===== config.mk =====
export PLATFORM = sky130hd
export DESIGN_NAME = bpcm_breakpoint_control_match
export DESIGN_NICKNAME = d
export VERILOG_FILES = /design/src/rtl/bpcm_pkg.sv /design/src/rtl/bpcm_breakpoint_control_match.sv
export VERILOG_INCLUDE_DIRS = /design/src /design/src/rtl
export SDC_FILE = /design/constraint.sdc
export NUM_CORES = 1
export LEC_CHECK = 0
export ABC_AREA = 1
export CORE_UTILIZATION = 30
export CTS_BUF_LIST = sky130_fd_sc_hd__clkbuf_16
export CTS_CLUSTER_DIAMETER = 80
export DETAILED_ROUTE_END_ITERATION = 8
export DONT_BUFFER_PORTS = 1
export GPL_TIMING_DRIVEN = 0
export SYNTH_ARGS = -nofsm -noshare
export SYNTH_HDL_FRONTEND = slang
export SYNTH_SLANG_ARGS = --single-unit

===== constraint.sdc =====
create_clock -name mclk -period 10.65 [get_ports mclk]
set_clock_uncertainty 0.1 [all_clocks]
set_input_delay 0.5325 -clock mclk [delete_from_list [all_inputs] [get_ports mclk]]
set_output_delay 0.5325 -clock mclk [all_outputs]
set_load 0.02 [all_outputs]

===== src/rtl/bpcm_consts.svh =====
// offsets, field positions and reset values of the breakpoint control block
// How it works
// - two-bit size code: 1, 2 or 4 bytes
// - compare ignores low address bits per size
// - access type: execute, write, read/write
// - data access overlapping field wholly or partly matches
// - execute match only at instruction start byte
// - execute raises fault, data raises trap
// - armed when local or global arm set
// - task switch clears local arm bits, keeps global ones
// - debug register access only real mode or level 0
// - guard bit set makes any debug register access fault
// - guard bit cleared when handler is entered
// - exact bit set forces wait for operand transfer
// - task switch clears local exact, keeps global
// - execute breakpoints always reported exactly
// - all breakpoints disarmed after reset
// - four 32-bit linear address slots compared continuously
// - any armed hit sets all matching flags, cleared only by a status write or reset
`ifndef BPCM_CONSTS_SVH
`define BPCM_CONSTS_SVH
`define BPCM_ADDR_SLOT0     12'h000
`define BPCM_ADDR_SLOT1     12'h004
`define BPCM_ADDR_SLOT2     12'h008
`define BPCM_ADDR_SLOT3     12'h00c
`define BPCM_ADDR_STATUS    12'h018
`define BPCM_ADDR_CONTROL   12'h01c
`define BPCM_CTRL_RESET     32'h0000_0000
`define BPCM_CTRL_LE_BIT    8
`define BPCM_CTRL_GE_BIT    9
`define BPCM_CTRL_GD_BIT    13
`define BPCM_CTRL_TYPE_LSB  16
`define BPCM_STAT_GUARD_BIT 13
`define BPCM_STAT_MASK      32'h0000_200f
`define BPCM_SLOT_ERR_BIT   0
`endif


===== src/rtl/bpcm_pkg.sv =====
// types shared by the breakpoint control block
package bpcm_pkg;
   typedef enum logic [1:0] {
      BPCM_SZ_BYTE  = 2'h0,
      BPCM_SZ_WORD  = 2'h1,
      BPCM_SZ_UNDEF = 2'h2,
      BPCM_SZ_DWORD = 2'h3
   } bpcm_size_e;
   typedef enum logic [1:0] {
      BPCM_AT_EXEC  = 2'h0,
      BPCM_AT_WRITE = 2'h1,
      BPCM_AT_UNDEF = 2'h2,
      BPCM_AT_RDWR  = 2'h3
   } bpcm_access_e;
endpackage


===== src/rtl/bpcm_breakpoint_control_match.sv =====
// four-slot hardware breakpoint control and match logic with apb registers
`include "bpcm_consts.svh"
module bpcm_breakpoint_control_match
   import bpcm_pkg::*;
(
   input  wire logic        mclk,
   input  wire logic        srst,
   // apb slave
   input  wire logic        psel,
   input  wire logic        penable,
   input  wire logic        pwrite,
   input  wire logic [11:0] paddr,
   input  wire logic [31:0] pwdata,
   output logic [31:0]      prdata,
   output logic             pready,
   output logic             pslverr,
   // execution core side
   input  wire logic        instrStart,
   input  wire logic [31:0] instrAddr,
   input  wire logic        dataValid,
   input  wire logic        dataWrite,
   input  wire logic [31:0] dataAddr,
   input  wire logic [1:0]  dataBytesMinus1,
   input  wire logic        dataDone,
   input  wire logic        taskSwitch,
   input  wire logic        handlerEntry,
   input  wire logic        dbgRegAccess,
   input  wire logic        protMode,
   input  wire logic [1:0]  privLevel,
   output logic             faultExc1,
   output logic             trapExc1,
   output logic             privViolation,
   output logic             exactWait
);
   logic [31:0] slotAddr [4];
   logic [31:0] next_slotAddr [4];
   logic [31:0] ctrlWord;
   logic [31:0] next_ctrlWord;
   logic [3:0]  hitFlags;
   logic [3:0]  next_hitFlags;
   logic        guardHit;
   logic        next_guardHit;
   logic        trapPend;
   logic        next_trapPend;
   logic [3:0]  instMatch;
   logic [3:0]  dataMatch;
   logic [3:0]  armed;
   logic        wrStb;
   logic        rdStb;
   logic        guardFault;
   logic        anyInstHit;
   logic        anyDataHit;
   logic        exactOn;
   logic [31:0] dataEnd;

   assign wrStb = psel && penable && pwrite;
   assign rdStb = psel && penable && !pwrite;
   assign pready = 1'b1;
   // dataEnd is the last byte of the access; carry past 4 GiB is dropped on purpose
   assign dataEnd = dataAddr + {30'h0000_0000, dataBytesMinus1};

   genvar gi;
   generate
      for (gi = 0; gi < 4; gi++) begin : g_slot
         bpcm_size_e   sz;
         bpcm_access_e at;
         logic [31:0]  mask;
         logic [31:0]  lo;
         logic [31:0]  hi;
         logic         typeOk;
         assign sz = bpcm_size_e'(ctrlWord[`BPCM_CTRL_TYPE_LSB + 4*gi + 2 +: 2]);
         assign at = bpcm_access_e'(ctrlWord[`BPCM_CTRL_TYPE_LSB + 4*gi +: 2]);
         always_comb begin
            unique case (sz)
               BPCM_SZ_BYTE:  mask = 32'hffff_ffff;
               BPCM_SZ_WORD:  mask = 32'hffff_fffe;
               BPCM_SZ_DWORD: mask = 32'hffff_fffc;
               default:       mask = 32'hffff_ffff;
            endcase
         end
         assign lo = slotAddr[gi] & mask;
         assign hi = slotAddr[gi] | ~mask;
         // undefined codes give no match at all
         assign typeOk = (sz != BPCM_SZ_UNDEF) && (at != BPCM_AT_UNDEF);
         // exact start-byte compare only, so hits inside an instruction are ignored
         assign instMatch[gi] = typeOk && at == BPCM_AT_EXEC && instrStart
                                && instrAddr == lo && sz == BPCM_SZ_BYTE;
         assign dataMatch[gi] = typeOk && dataValid && at != BPCM_AT_EXEC
                                && (dataWrite || at == BPCM_AT_RDWR)
                                && dataAddr <= hi && dataEnd >= lo;
         assign armed[gi] = ctrlWord[2*gi] || ctrlWord[2*gi + 1];
      end
   endgenerate

   assign anyInstHit = |(instMatch & armed);
   assign anyDataHit = |(dataMatch & armed);
   assign guardFault = dbgRegAccess && ctrlWord[`BPCM_CTRL_GD_BIT];
   assign privViolation = dbgRegAccess && protMode && privLevel != 2'h0;
   assign exactOn = ctrlWord[`BPCM_CTRL_LE_BIT] || ctrlWord[`BPCM_CTRL_GE_BIT];
   // execute breakpoints fault before the instruction, so never delayed
   assign faultExc1 = anyInstHit || guardFault;
   // without exact mode the trap waits for the next instruction boundary
   assign trapExc1 = exactOn ? (trapPend && dataDone) : (trapPend && instrStart);
   assign exactWait = exactOn && dataValid;

   always_comb begin
      next_ctrlWord = ctrlWord;
      next_slotAddr = slotAddr;
      next_hitFlags = hitFlags;
      next_guardHit = guardHit;
      next_trapPend = trapPend;
      if (wrStb) begin
         unique case (paddr)
            `BPCM_ADDR_SLOT0:   next_slotAddr[0] = pwdata;
            `BPCM_ADDR_SLOT1:   next_slotAddr[1] = pwdata;
            `BPCM_ADDR_SLOT2:   next_slotAddr[2] = pwdata;
            `BPCM_ADDR_SLOT3:   next_slotAddr[3] = pwdata;
            `BPCM_ADDR_CONTROL: next_ctrlWord = pwdata;
            `BPCM_ADDR_STATUS: begin
               next_hitFlags = pwdata[3:0];
               next_guardHit = pwdata[`BPCM_STAT_GUARD_BIT];
            end
            default: ;
         endcase
      end
      if (taskSwitch) begin
         for (int i = 0; i < 4; i++) begin
            next_ctrlWord[2*i] = 1'b0;
         end
         next_ctrlWord[`BPCM_CTRL_LE_BIT] = 1'b0;
      end
      // hardware set wins over a software write in the same cycle
      if (anyInstHit) begin
         next_hitFlags = next_hitFlags | instMatch | dataMatch;
      end
      if (anyDataHit) begin
         next_hitFlags = next_hitFlags | instMatch | dataMatch;
         next_trapPend = 1'b1;
      end else if (trapExc1) begin
         next_trapPend = 1'b0;
      end
      if (guardFault) begin
         next_guardHit = 1'b1;
      end
      if (handlerEntry) begin
         next_ctrlWord[`BPCM_CTRL_GD_BIT] = 1'b0;
      end
   end

   always_ff @(posedge mclk) begin
      if (srst) begin
         ctrlWord <= `BPCM_CTRL_RESET;
         for (int i = 0; i < 4; i++) begin
            slotAddr[i] <= 32'h0000_0000;
         end
         hitFlags <= 4'h0;
         guardHit <= 1'b0;
         trapPend <= 1'b0;
      end else begin
         ctrlWord <= next_ctrlWord;
         slotAddr <= next_slotAddr;
         hitFlags <= next_hitFlags;
         guardHit <= next_guardHit;
         trapPend <= next_trapPend;
      end
   end

   logic [31:0] next_prdata;
   logic        next_pslverr;
   always_comb begin
      next_prdata = 32'h0000_0000;
      next_pslverr = 1'b0;
      unique case (paddr)
         `BPCM_ADDR_SLOT0:   next_prdata = slotAddr[0];
         `BPCM_ADDR_SLOT1:   next_prdata = slotAddr[1];
         `BPCM_ADDR_SLOT2:   next_prdata = slotAddr[2];
         `BPCM_ADDR_SLOT3:   next_prdata = slotAddr[3];
         `BPCM_ADDR_CONTROL: next_prdata = ctrlWord;
         `BPCM_ADDR_STATUS:
            next_prdata = {18'h0_0000, guardHit, 9'h000, hitFlags} & `BPCM_STAT_MASK;
         default:            next_pslverr = 1'b1;
      endcase
   end

   // read data is combinational from registers, so pready can stay high
   assign prdata = rdStb ? next_prdata : 32'h0000_0000;
   assign pslverr = psel && penable && next_pslverr;
endmodule


### Yosys cells after proc, flatten, opt, wreduce, memory -nomap -nowiden

Index checks and enable logic that the tools add are counted.

* $add $sub $neg: 1
* $lt $le $gt $ge: 8
* eq/ne operators: 29
* multiplexer cells: 17
* bitwise logic cells: 18
* reduce and logical (&&, ||, !) cells: 89

Operator list (count)
* 32-bit case mux with 6 select lines: 1
* 32-bit AND: 4
* 32-bit == test: 4
* 32-bit greater-or-equal comparator: 4
* 32-bit less-or-equal comparator: 4
* 32-bit inverter: 4
* 32-bit OR: 4
* 1-bit logical AND: 50
* 32-bit by 2-bit adder with 32-bit output: 1
* 32-bit two-way mux: 1
* 12-bit by 4-bit == test with 1-bit output (second input constant): 2
* 12-bit by 5-bit == test with 1-bit output (second input constant): 2
* 2-bit == test (second input constant): 8
* 2-bit logical NOT: 8
* 4-bit two-way mux: 4
* 2-bit != test (second input constant): 8
* 4-bit OR: 4
* 2-bit case mux with 2 select lines: 4
* 2-bit nonzero test: 8
* 12-bit by 3-bit == test with 1-bit output (second input constant): 1
* 12-bit logical NOT: 1
* 2-bit AND reduction: 6
* 1-bit logical OR: 10
* 4-bit AND: 2
* other kinds (6): 17

* register bits: 166
* bits of input ports: 125
* output and inout port bits: 38
* word-level logic and storage cells: 172

### Logic depth before layout (Yosys ltp)

* word-level depth: 12
* gate-level depth with buffers: 28
* gate-level depth less buffers: 28

### Least setup slack after synthesis

Ideal clock, no wire load.

* path type: input port to flip-flop
* start point: input port dataAddr[0]
* end point: register hitFlags[0]
* setup time: 70 ps
* arrival: 3643 ps
* data required time: 10480 ps
* setup slack: 6837 ps
* stages: 28
* path buffers: 0
* cells stage by stage: ha_1 fa_1 nand3_2 or2_4 nor2_4 nand3_4 nor2_4 nand4_4 nor2_4 nand2_4 nor2_4 nand3_2 nor2_2 xor2_1 inv_1 ha_1 nand2_1 nor2_1 inv_1 nor3_1 nand2_1 nand3_1 nand4_1 nand2_1 nor2_1 nand2_1 nand2_1 a21oi_1

* cells in the longest elaborated chain, start to end: 8
* elaborated cells on any way between the ends: 24
* those cells by class: add/sub: 1; order compare: 8; mux: 2; bitwise: 4; reduce/logical: 9

RTL lines
* start: declaration: line bpcm_breakpoint_control_match.sv:22 `input wire logic [31:0] dataAddr,`
* 32-bit by 2-bit adder with 32-bit output or 32-bit less-or-equal comparator (tied branches): line bpcm_breakpoint_control_match.sv:60, bpcm_breakpoint_control_match.sv:90
* 32-bit greater-or-equal comparator or 1-bit logical AND (tied branches): line bpcm_breakpoint_control_match.sv:90 `&& dataAddr <= hi && dataEnd >= lo;`
* 1-bit logical AND: line bpcm_breakpoint_control_match.sv:90
* 4-bit OR: line bpcm_breakpoint_control_match.sv:134 `next_hitFlags = next_hitFlags | instMatch | dataMatch;`
* 4-bit two-way mux: line bpcm_breakpoint_control_match.sv:133 `if (anyInstHit) begin`
* 4-bit OR (2 in series): line bpcm_breakpoint_control_match.sv:137 `next_hitFlags = next_hitFlags | instMatch | dataMatch;`
* 4-bit two-way mux (*): line bpcm_breakpoint_control_match.sv:136 `if (anyDataHit) begin`
* end signal: assignment: line bpcm_breakpoint_control_match.sv:162 `hitFlags <= next_hitFlags;`
* end: declaration: line bpcm_breakpoint_control_match.sv:39 `logic [3:0] hitFlags;`

Mark *: on every way between the ends. The rest lies on a longest branch, timed or not.
A chain may end at the register's enable or synchronous reset.

### Worst setup path after layout

* start point: input port dataAddr[1]
* end point: register hitFlags[3]

Same word-level chain as after synthesis.

==> results_dict.tcl <==
set metrics [dict create \
    result_of_the_run "finished clean" \
    layout-drive-gt1-share 0.02728 \
    max-slew-margin-rel 0.1556 \
    die_w_um 229.4 \
    port-buffer-count 0 \
    post_drt_wl_per_cell_um 23.70 \
    synth_cells 2314 \
    yosysUniqueCellTypes 51 \
    postLayoutCoreUtil 0.3360 \
    hold-worst-slack_ns 0.05538 \
    core_area_sq_mm 0.05058 \
    fillers 5536 \
    timing.critical_path.required_ns 10.84 \
    clock_insertion_delay_worst_skew_ns 0.46 \
    drtAntennaViolNets 0 \
    antenna-diode-count 0 \
    synth_area_leader_cell "sky130_fd_sc_hd__dfxtp_1" \
    grt_start_max_net_pins 17 \
    ys_ff_latch 166 \
    yosys.cell_count.top_type "sky130_fd_sc_hd__nand2_1" \
    synth.yosys.warnings 0 \
    start_util 0.3067 \
    syn-num-nets 2698 \
    layout_worst_path_cycle_share 0.4956 \
    drt_iter0_markers 2088 \
    number_of_synthesized_flops_with_an_enable_pin 0 \
    synth_commonest_cells "485 x sky130_fd_sc_hd__nand2_1, 292 x sky130_fd_sc_hd__inv_1, 290 x sky130_fd_sc_hd__a21oi_1, 258 x sky130_fd_sc_hd__ha_1, 193 x sky130_fd_sc_hd__nor2_1" \
    synth_top_area_share 0.2142 \
    timing.critical_path.from_type "input port" \
    number_of_sinks_handled_by_clock_tree_synthesis 166 \
    clock_buffers_created_by_tritoncts 17 \
    post_cts_hold_buffer_count 0 \
    totalPowerFinal_mw 1.579 \
    first_global_vias 15900 \
    number_of_buffers_inserted_by_post_cts_setup_repair 0 \
    hold_viol_final 0 \
    finalWorstPathRequiredPeriod_ns 5.278 \
    grt_pass1_wl_mm 102.8 \
    final-instance-count-excl-fill 3018 \
    critical_path.endpoint_type "flop" \
    worst_pin_slew_ns 1.255 \
    syn_area_sq_mm 0.01551 \
    grt_use_total 0.2645 \
    clkTransAtPathRegs_ns 0.09 \
    drt-pass1-iter-count 6 \
    p_leak_nw 6.791 \
    synth-seq-area-share 0.2142 \
    finalMaxSlewViolations 0 \
    ctsLongestPathBuffers 2 \
    tritoncts "done" \
    synth_flop_cell "sky130_fd_sc_hd__dfxtp_1" \
    max_freq_mhz 189.5 \
    clock_tree.htree_level_count 4 \
    synth.top_cells.by_area "sky130_fd_sc_hd__dfxtp_1 21%, sky130_fd_sc_hd__ha_1 21%, sky130_fd_sc_hd__nand2_1 12%, sky130_fd_sc_hd__a21oi_1 9.4%, sky130_fd_sc_hd__inv_1 7.1%" \
    final_gp_congestion 1.084 \
    worst-r2r-setup-slack_ns 7.18 \
    grt_setup_unrepaired "false" \
    route.vias.total 16930 \
    area_growth_syn_to_layout_pct 9.566 \
    die_area_sq_mm 0.05262 \
    postRouteWirelength_mm 71.54 \
    worst_ir_drop_vdd_uv 106.2 \
    dr_vias_cell 5.609 \
    synth_async_sr_flop_share 0 \
    power-per-cell-area_mw_per_mm2 92.92 \
    dieHeight_um 229.4 \
    timing.max_cap.violations 0 \
    grt_overflow_total 0 \
    row_count 82 \
    worst-path-max-fanout 6 \
    top_level_ports 163 \
    grt_antenna_before_repair 0 \
    remaining_drc_errors 0 \
    clockRootBuffer "sky130_fd_sc_hd__clkbuf_16" \
    nNetsFinal 2717 \
    cts_resized 0 \
    final.setup.tns_ns 0 \
    numPlacedInstances 2986 \
    holdCritPathClass "input port to flop" \
    arrival_time_worst_endpoint_ns 5.47 \
    dpl.hpwl_mm 57.71 \
    criticalPathCategory "input port to flop" \
    syn-mean-instance-area_sq_um 6.704 \
    setup-violations-final 0 \
]
[cells by family (layout without fill, tap and decap cells)]
group                      after synthesis  after routing  share of synthesized area
AOI/OAI and AO/OA                      637            637                     0.2267
and+or+nand+nor                        809            809                     0.2182
xor gates and xnor gates                73             73                    0.04122
adders and majority gates              259            259                     0.2094
muxes                                    1              1                  0.0006453
DFF                                    166            166                     0.2142
other                                    1              1                  0.0002417
buffers and inverters                  368            400                    0.08937
[power breakdown]
part / internal, mW / switching (mW)
clock network: 0.400 / 0.312
registers: 0.620 / 0.0000284
logic: 0.0934 / 0.154
total: 1.11 / 0.466
[flip-flops by register name (all words and copies together), names as in the netlist]
signal and cells:
slotAddr 128, hitFlags 4, ctrlWord 32, guardHit 1, trapPend 1
[critical path: stages]
cell and delay [ns]:
sky130_fd_sc_hd__ha_1 0.25, sky130_fd_sc_hd__nand3_1 0.08, sky130_fd_sc_hd__nand2_2 0.12, sky130_fd_sc_hd__nand4_1 0.31, sky130_fd_sc_hd__nor2_2 0.39, sky130_fd_sc_hd__inv_2 0.10
sky130_fd_sc_hd__nor4_4 0.36, sky130_fd_sc_hd__nand2_1 0.16, sky130_fd_sc_hd__nor2_2 0.14, sky130_fd_sc_hd__nand2_1 0.10, sky130_fd_sc_hd__nor2_2 0.14, sky130_fd_sc_hd__nand3_1 0.10
sky130_fd_sc_hd__xnor2_1 0.44, sky130_fd_sc_hd__ha_1 0.34, sky130_fd_sc_hd__a21oi_1 0.16, sky130_fd_sc_hd__o21a_1 0.19, sky130_fd_sc_hd__nand2_1 0.10, sky130_fd_sc_hd__a21oi_1 0.41
sky130_fd_sc_hd__nand3_1 0.18, sky130_fd_sc_hd__nand4_1 0.15, sky130_fd_sc_hd__nand2_1 0.06, sky130_fd_sc_hd__nor2_1 0.26, sky130_fd_sc_hd__nand2_1 0.17, sky130_fd_sc_hd__nand2_1 0.15
sky130_fd_sc_hd__a21oi_1 0.08
[cells in the final DEF (no fill, tap or decap), types with 5 or more instances in the layout]
cell / n
sky130_fd_sc_hd__nand2_1: 485
sky130_fd_sc_hd__inv_1: 293
sky130_fd_sc_hd__a21oi_1: 290
sky130_fd_sc_hd__ha_1: 258
sky130_fd_sc_hd__nor2_1: 193
sky130_fd_sc_hd__o21ai_0: 177
sky130_fd_sc_hd__dfxtp_1: 166
sky130_fd_sc_hd__clkbuf_1: 65
sky130_fd_sc_hd__o22ai_1: 63
sky130_fd_sc_hd__xor2_1: 42
sky130_fd_sc_hd__nand4_1: 42
sky130_fd_sc_hd__nand3_1: 33
sky130_fd_sc_hd__xnor2_1: 31
sky130_fd_sc_hd__a211oi_1: 30
sky130_fd_sc_hd__a31oi_1: 29
sky130_fd_sc_hd__nor3_1: 21
sky130_fd_sc_hd__o21a_1: 18
sky130_fd_sc_hd__clkbuf_16: 17
sky130_fd_sc_hd__inv_2: 8
sky130_fd_sc_hd__nor4_1: 7
sky130_fd_sc_hd__o2111ai_1: 7
sky130_fd_sc_hd__nor2_2: 6
sky130_fd_sc_hd__o211ai_1: 5
[cell type report]
type | instances | area [sq um] | share of cell area
buffer | 67 | 256.5 | 0.01509
clock inverter | 15 | 217.7 | 0.01281
multi-input combinational | 1780 | 10800 | 0.6356
tap | 672 | 840.8 | 0.04947
inverter | 301 | 1130 | 0.06648
sequential | 166 | 3323 | 0.1955
clock buffer | 17 | 425.4 | 0.02503
[through the flow]
stage	cell area, sq um	setup slack, ns
floorplan	15510	6.837
global placement	16350	5.151
detailed placement	16350	5.094
CTS	17000	5.559
global route	17000	5.210
finish	17000	5.372
[final timing paths]
kind                              startpoint      endpoint  depth (start not counted)
worst max-delay path             dataAddr[1]   hitFlags[3]                         25
worst min-delay path            handlerEntry  ctrlWord[13]                          1
worst max register to register  slotAddr[31]   hitFlags[3]                         15
worst min register to register  ctrlWord[29]  ctrlWord[29]                          2
[per-layer routing]
layer | part of all wire | wire length, um | GRT usage
met5 | 0 | 0 | 0
met4 | 0.045 | 3192 | 0.1173
met3 | 0.11 | 7592 | 0.05889
met2 | 0.45 | 31900 | 0.4219
met1 | 0.40 | 28860 | 0.3390
Power figures use the tool's default switching activity.
